`src/design/bba_pkg.sv`:
```
// Constants, types and helpers for the bit-run BCD arithmetic unit
package bba_pkg;
   localparam int          ADDR_W     = 16;
   localparam logic [5:0]  LEN_MIN    = 6'h01;
   localparam logic [5:0]  LEN_MAX_AS = 6'h20;
   localparam logic [5:0]  LEN_MAX_MU = 6'h10;
   localparam logic [31:0] ACC_RST    = 32'h0000_0000;
   localparam logic [1:0]  MUL_TOP    = 2'h3;

   typedef enum logic [1:0] {
      BBA_ADD = 2'h0,
      BBA_SUB = 2'h1,
      BBA_MUL = 2'h2
   } bba_op_t;

   // Gray codes along idle-fetch-calc-multiply-done
   typedef enum logic [2:0] {
      ST_IDLE = 3'h0,
      ST_REQ  = 3'h1,
      ST_CAP  = 3'h3,
      ST_CALC = 3'h2,
      ST_MUL  = 3'h6,
      ST_DONE = 3'h7
   } bba_st_t;

   typedef struct packed {
      logic zero_result_flag;
      logic carry16_flag;
      logic carry32_flag;
      logic borrow16_flag;
      logic borrow32_flag;
      logic negative_result_flag;
      logic invalid_bcd_flag;
   } bba_flags_t;

   localparam bba_flags_t FLAGS_RST = '0;

   // 8-digit BCD add, returns {carry32, carry16, sum}
   function automatic logic [33:0] bcd_add(input logic [31:0] a, input logic [31:0] b,
                                           input logic cin);
      logic [4:0]  s;
      logic        c;
      logic        c16;
      logic [31:0] r;
      c   = cin;
      c16 = 1'b0;
      r   = '0;
      for (int i = 0; i < 8; i++) begin
         s = {1'b0, a[4*i +: 4]} + {1'b0, b[4*i +: 4]} + {4'h0, c};
         c = (s > 5'h09);
         if (c) begin
            s = s + 5'h06;
         end
         r[4*i +: 4] = s[3:0];
         if (i == 3) begin
            c16 = c;
         end
      end
      return {c, c16, r};
   endfunction

   // Nines complement of 8 BCD digits
   function automatic logic [31:0] bcd_nines(input logic [31:0] a);
      logic [31:0] r;
      for (int i = 0; i < 8; i++) begin
         r[4*i +: 4] = 4'h9 - a[4*i +: 4];
      end
      return r;
   endfunction

   // True when any digit is above nine
   function automatic logic bcd_bad(input logic [31:0] a);
      logic b;
      b = 1'b0;
      for (int i = 0; i < 8; i++) begin
         b = b | (a[4*i +: 4] > 4'h9);
      end
      return b;
   endfunction
endpackage

```
`src/design/bba_unit.sv`:
```
// Bit-run BCD add, subtract and multiply accumulator datapath
`timescale 1ns/1ps
`default_nettype none
module bba_unit
   import bba_pkg::*;
(
   input  wire logic              clk_i,
   input  wire logic              rst_n_i,
   input  wire logic              start_i,
   input  wire bba_op_t           op_i,
   input  wire logic [ADDR_W-1:0] bit_addr_i,
   input  wire logic [5:0]        bit_count_i,
   input  wire logic              acc_load_i,
   input  wire logic [31:0]       acc_load_data_i,
   output logic                   bit_rd_en_o,
   output logic [ADDR_W-1:0]      bit_rd_addr_o,
   input  wire logic              bit_rd_data_i,
   output logic                   busy_o,
   output logic                   done_o,
   output logic                   cmd_err_o,
   output logic [31:0]            acc_o,
   output bba_flags_t             flags_o
);
   // ==========================================================
   // State
   typedef struct packed {
      bba_st_t          st;
      bba_op_t          op;
      logic [ADDR_W-1:0] addr;
      logic [5:0]       cnt;
      logic [5:0]       idx;
      logic [31:0]      opnd;
      logic [31:0]      acc;
      logic [31:0]      prod;
      logic [1:0]       dig;
      logic [3:0]       rep;
      logic             err;
      bba_flags_t       flg;
   } bba_state_t;

   bba_state_t s_q;
   bba_state_t s_d;

   logic        len_ok;
   logic [33:0] add_w;
   logic [33:0] sub_w;
   logic [33:0] mac_w;

   // ==========================================================
   // Arithmetic
   assign add_w = bcd_add(s_q.acc, s_q.opnd, 1'b0);
   assign sub_w = bcd_add(s_q.acc, bcd_nines(s_q.opnd), 1'b1);
   assign mac_w = bcd_add(s_q.prod, {16'h0000, s_q.acc[15:0]}, 1'b0);

   always_comb begin
      if (op_i == BBA_MUL) begin
         len_ok = (bit_count_i >= LEN_MIN) && (bit_count_i <= LEN_MAX_MU);
      end else begin
         len_ok = (bit_count_i >= LEN_MIN) && (bit_count_i <= LEN_MAX_AS)
                  && (op_i != 2'h3);
      end
   end

   // ==========================================================
   // Next state
   always_comb begin
      s_d     = s_q;
      s_d.err = 1'b0;
      unique case (s_q.st)
         ST_IDLE: begin
            if (start_i) begin
               if (len_ok) begin
                  s_d.st   = ST_REQ;
                  s_d.op   = op_i;
                  s_d.addr = bit_addr_i;
                  s_d.cnt  = bit_count_i;
                  s_d.idx  = '0;
                  s_d.opnd = '0;
               end else begin
                  s_d.err = 1'b1;
               end
            end else if (acc_load_i) begin
               s_d.acc = acc_load_data_i;
            end
         end
         ST_REQ: begin
            s_d.st = ST_CAP;
         end
         ST_CAP: begin
            // lowest address is LSB, rest stays zero
            s_d.opnd[s_q.idx[4:0]] = bit_rd_data_i;
            s_d.idx  = s_q.idx + 6'h01;
            s_d.addr = s_q.addr + 16'h0001;
            s_d.st   = (s_q.idx + 6'h01 == s_q.cnt) ? ST_CALC : ST_REQ;
         end
         ST_CALC: begin
            s_d.flg.invalid_bcd_flag = bcd_bad(s_q.opnd) |
               ((s_q.op == BBA_MUL) ? bcd_bad({16'h0000, s_q.acc[15:0]}) : bcd_bad(s_q.acc));
            s_d.st = ST_DONE;
            unique case (s_q.op)
               BBA_ADD: begin
                  s_d.acc = add_w[31:0];
                  s_d.flg.carry16_flag = add_w[32];
                  s_d.flg.carry32_flag = add_w[33];
                  s_d.flg.negative_result_flag = 1'b0;
               end
               BBA_SUB: begin
                  s_d.acc = sub_w[31:0];
                  s_d.flg.borrow16_flag = ~sub_w[32];
                  s_d.flg.borrow32_flag = ~sub_w[33];
                  s_d.flg.negative_result_flag = ~sub_w[33];
               end
               default: begin
                  s_d.st   = ST_MUL;
                  s_d.prod = '0;
                  s_d.dig  = MUL_TOP;
                  s_d.rep  = s_q.opnd[15:12];
               end
            endcase
         end
         ST_MUL: begin
            if (s_q.rep != 4'h0) begin
               s_d.prod = mac_w[31:0];
               s_d.rep  = s_q.rep - 4'h1;
            end else if (s_q.dig == 2'h0) begin
               s_d.acc = s_q.prod;
               s_d.flg.negative_result_flag = 1'b0;
               s_d.st  = ST_DONE;
            end else begin
               s_d.dig  = s_q.dig - 2'h1;
               s_d.prod = {s_q.prod[27:0], 4'h0};
               s_d.rep  = s_q.opnd[4*(s_q.dig - 2'h1) +: 4];
            end
         end
         ST_DONE: begin
            s_d.st = ST_IDLE;
         end
         default: begin
            s_d.st = ST_IDLE;
         end
      endcase
      // zero flag rewritten only by a finishing operation
      if (s_d.st == ST_DONE && s_q.st != ST_DONE) begin
         s_d.flg.zero_result_flag = (s_d.acc == 32'h0000_0000);
      end
   end

   // ==========================================================
   // Registers
   always_ff @(posedge clk_i or negedge rst_n_i) begin
      if (!rst_n_i) begin
         s_q     <= '0;
         s_q.st  <= ST_IDLE;
         s_q.acc <= ACC_RST;
         s_q.flg <= FLAGS_RST;
      end else begin
         s_q <= s_d;
      end
   end

   // Outputs
   assign bit_rd_en_o   = (s_q.st == ST_REQ);
   assign bit_rd_addr_o = s_q.addr;
   assign busy_o        = (s_q.st != ST_IDLE);
   assign done_o        = (s_q.st == ST_DONE);
   assign cmd_err_o     = s_q.err;
   assign acc_o         = s_q.acc;
   assign flags_o       = s_q.flg;
endmodule
`default_nettype wire

```
`config.mk`:
```
export PLATFORM = sky130hd
export DESIGN_NAME = bba_unit
export DESIGN_NICKNAME = d
export VERILOG_FILES = /design/src/design/bba_pkg.sv /design/src/design/bba_unit.sv
export SDC_FILE = /design/constraint.sdc
export NUM_CORES = 1
export LEC_CHECK = 0
export BUFFER_PORTS_ARGS = -buffer_cell sky130_fd_sc_hd__buf_2
export CELL_PAD_IN_SITES_DETAIL_PLACEMENT = 0
export CELL_PAD_IN_SITES_GLOBAL_PLACEMENT = 1
export CORE_ASPECT_RATIO = 1.1
export CORE_MARGIN = 5
export CORE_UTILIZATION = 50
export CTS_CLUSTER_DIAMETER = 60
export DETAILED_ROUTE_END_ITERATION = 6
export PLACE_DENSITY = 0.86
export REMOVE_ABC_BUFFERS = 1
export SETUP_SLACK_MARGIN = 0.2
export SLEW_MARGIN = 20
export SYNTH_ARGS = -nofsm -noshare
export SYNTH_HDL_FRONTEND = slang
export SYNTH_SLANG_ARGS = --single-unit
export TNS_END_PERCENT = 20
```
`constraint.sdc`:
```
create_clock -name clk_i -period 32.3 [get_ports clk_i]
set_input_delay 0 -clock clk_i [delete_from_list [all_inputs] [get_ports clk_i]]
set_output_delay 0 -clock clk_i [all_outputs]
set_load 0.01 [all_outputs]
```
==> results.json <==
{
  "via_per_inst": 6.17,
  "synth-main-ff-cell": "sky130_fd_sc_hd__dfrtp_1",
  "synthMuxAreaShare": 0.0257,
  "vias": 13110,
  "initial_core_util": 0.503,
  "critical_path_fanout_max": 9,
  "number_of_buffers_added_on_ports": 119,
  "maxClockFrequency_mhz": 59.0,
  "synth_area_leader_cell": "sky130_fd_sc_hd__dfrtp_1",
  "synth_fa_ha_area_frac": 0.160,
  "netlist.area_leader.share": 0.257,
  "synth_simple_gate_area_share": 0.179,
  "synth-seq-cells": 143,
  "detailedPlacementHpwl_um": 34200,
  "finalMaxSlewViolations": 0,
  "min_path_type": "in2reg",
  "fin_skew_ns": 0.0153,
  "slew_headroom": 0.254,
  "startpoint_type": "register",
  "detail-route-antenna-nets": 0,
  "hold_viol": 0,
  "stdcell_count": 2125,
  "tritoncts_clock_tree": "built",
  "ioPinCount": 120,
  "grt_start_max_net_pins": 86,
  "tightestPinTransition_ns": 1.11,
  "yosysSeqAreaShare": 0.257,
  "layout-area-overhead-vs-synth_pct": 10.5,
  "numPlacedInstances": 2057,
  "cp_slowest_cell": "sky130_fd_sc_hd__dfrtp_1",
  "routed_wirelength_um": 45300,
  "post-route-drc-count": 0,
  "die-width_um": 169,
  "path_clk_slew_ns": 0.07,
  "worst-r2r-setup-slack_ns": 15.36,
  "grt_use_total": 0.289,
  "rows": 64,
  "post_synth_most_frequent_cells": "151 x sky130_fd_sc_hd__nand2_1, 143 x sky130_fd_sc_hd__dfrtp_1, 124 x sky130_fd_sc_hd__o21ai_0, 123 x sky130_fd_sc_hd__inv_1",
  "floorplan.die.height_um": 185,
  "antenna_found_initial": 0,
  "antenna_cells_inserted": 0,
  "syn_avg_cell_area_um2": 8.30,
  "netlist-cell-type-count": 81,
  "cp_slowest_stage_delay_ns": 0.56,
  "globalRouteOverflowTotal": 0,
  "synth_async_sr_flop_share": 1.00,
  "synth.yosys.warnings": 0,
  "number_of_gates_resized_after_cts": 0,
  "final_gp_congestion": 0.962,
  "period_needed_ns": 16.94,
  "synthCells": 1680,
  "cts_num_sinks": 143,
  "detailedRoute.firstPassIterationCount": 6,
  "die_area_um2": 31300,
  "synthesis.area_um2": 13900,
  "grt_pass1_vias": 12617,
  "post-synth-top-count-cell": "sky130_fd_sc_hd__nand2_1",
  "core_area_um2": 27700,
  "critical_path_class": "reg2reg",
  "setup_viol": 0,
  "cts_root_buffer": "sky130_fd_sc_hd__clkbuf_16",
  "netlist_top_cells_area": "sky130_fd_sc_hd__dfrtp_1 26%, sky130_fd_sc_hd__ha_1 11%, sky130_fd_sc_hd__fa_1 5.3%",
  "insertion_delay_ns": 0.44,
  "xor_xnor_portion_of_the_synthesized_cell_area": 0.0496,
  "cts-buffers-inserted": 17,
  "main_combinational_cell_family_by_area_after_synthesis": "compound AO/OA/AOI/OAI gates",
  "drive_gt1_frac": 0.112,
  "min_period_over_period": 0.524,
  "synth_edf_count": 0,
  "grt_pass1_wl_um": 71300,
  "drt_iter0_markers": 1426,
  "endpoint_kind": "register",
  "outcome": "finished, final reports clean",
  "max-clock-path-buffers": 2,
  "compound_cell_area_share_of_the_yosys_netlist": 0.248,
  "timing.critical_path.required_ns": 32.65,
  "setup_repair_after_global_routing_missed_its_margin": "no",
  "htreeDepth": 4,
  "fin_tns_setup_ns": 0,
  "worst-endpoint-arrival_ns": 17.29,
  "cell_repeated_most_along_the_worst_path": "sky130_fd_sc_hd__fa_1",
  "max_cap_violations": 0,
  "avgRoutedWirePerCell_um": 21.3,
  "nNetsFinal": 1966
}
## logic make-up after synthesis
| logic type | Yosys count |
|---|---|
| AO/OA/AOI/OAI | 526 |
| AND/OR/NAND/NOR | 503 |
| buffers and inverters | 243 |
| adder cells (fa/ha/maj) | 156 |
| flip-flops | 143 |
| XOR/XNOR | 79 |
| multiplexers | 30 |
## critical path, delay by kind of cell, from the launching register on
| kind | cells | cell delay [ns] |
|---|---|---|
| AOI/OAI and AO/OA | 13 | 2.54 |
| adders and majority gates | 23 | 7.08 |
| buffers and inverters | 12 | 1.02 |
| xor gates and xnor gates | 6 | 2.26 |
| and+or+nand+nor | 15 | 2.67 |
| DFF | 1 | 0.56 |
| muxes | 2 | 0.72 |
## what timing repair did
action,in CTS,in global routing
hold buffers,36,0
endpoints found under the hold margin,119,0
buffers inserted,0,0
## layer usage
layer,vias up,wire length [um],GRT usage
li1,6182,-,-
met1,6330,19400,0.389
met2,516,20900,0.470
met3,82,3440,0.0531
met4,0,1550,0.0989
met5,-,0,0
## final timing paths
kind / endpoint / depth (start not counted) / from
worst max-delay path: flags_o[6] / 71 / acc_o[1]
worst min-delay path: acc_o[7] / 5 / acc_load_data_i[7]
worst max register to register: flags_o[6] / 71 / acc_o[1]
worst min register to register: s_q[116] / 2 / s_q[116]
max in group asynchronous: acc_o[17] / 3 / rst_n_i
min in group asynchronous: s_q[19] / 2 / rst_n_i
## sequential cells by signal, indices dropped and copies added, names as in the netlist
| name | cells |
|---|---|
| s_q | 87 |
| acc_o | 32 |
| bit_rd_addr_o | 16 |
| flags_o | 7 |
| cmd_err_o | 1 |
## cells in the final DEF, fill, tap and decap left out, types with 40 or more instances in the layout
cell type,n
sky130_fd_sc_hd__ha_1,119
sky130_fd_sc_hd__dfrtp_1,143
sky130_fd_sc_hd__o21ai_0,124
sky130_fd_sc_hd__xor2_1,41
sky130_fd_sc_hd__buf_2,118
sky130_fd_sc_hd__inv_1,123
sky130_fd_sc_hd__a21o_1,40
sky130_fd_sc_hd__nand3_1,40
sky130_fd_sc_hd__nor2_1,114
sky130_fd_sc_hd__a21oi_1,119
sky130_fd_sc_hd__nand2_1,151
## through the flow
stage	setup slack [ns]	utilization	hold slack (ns)	area (um^2)
floorplan	17.40	-	-0.296	13300
global placement	16.41	0.522	0.122	14500
detailed placement	15.66	0.522	0.123	14500
CTS	15.60	0.556	0.00269	15400
global route	14.11	0.556	0.0122	15400
finish	15.36	0.556	0.0207	15400
## layout make-up
class / count / area [um^2]
well taps: 363 / 454
clock buffers: 17 / 425
repair buffers: 170 / 1070
fillers: 2636 / 12300
inverters: 123 / 462
flip-flops and latches: 143 / 3580
clock inverters: 15 / 164
multi-input cells: 1294 / 9250
Power is left out: the tool's default activity adds up to more than one toggle a clock period on the data nets, which glitch-free logic cannot reach.
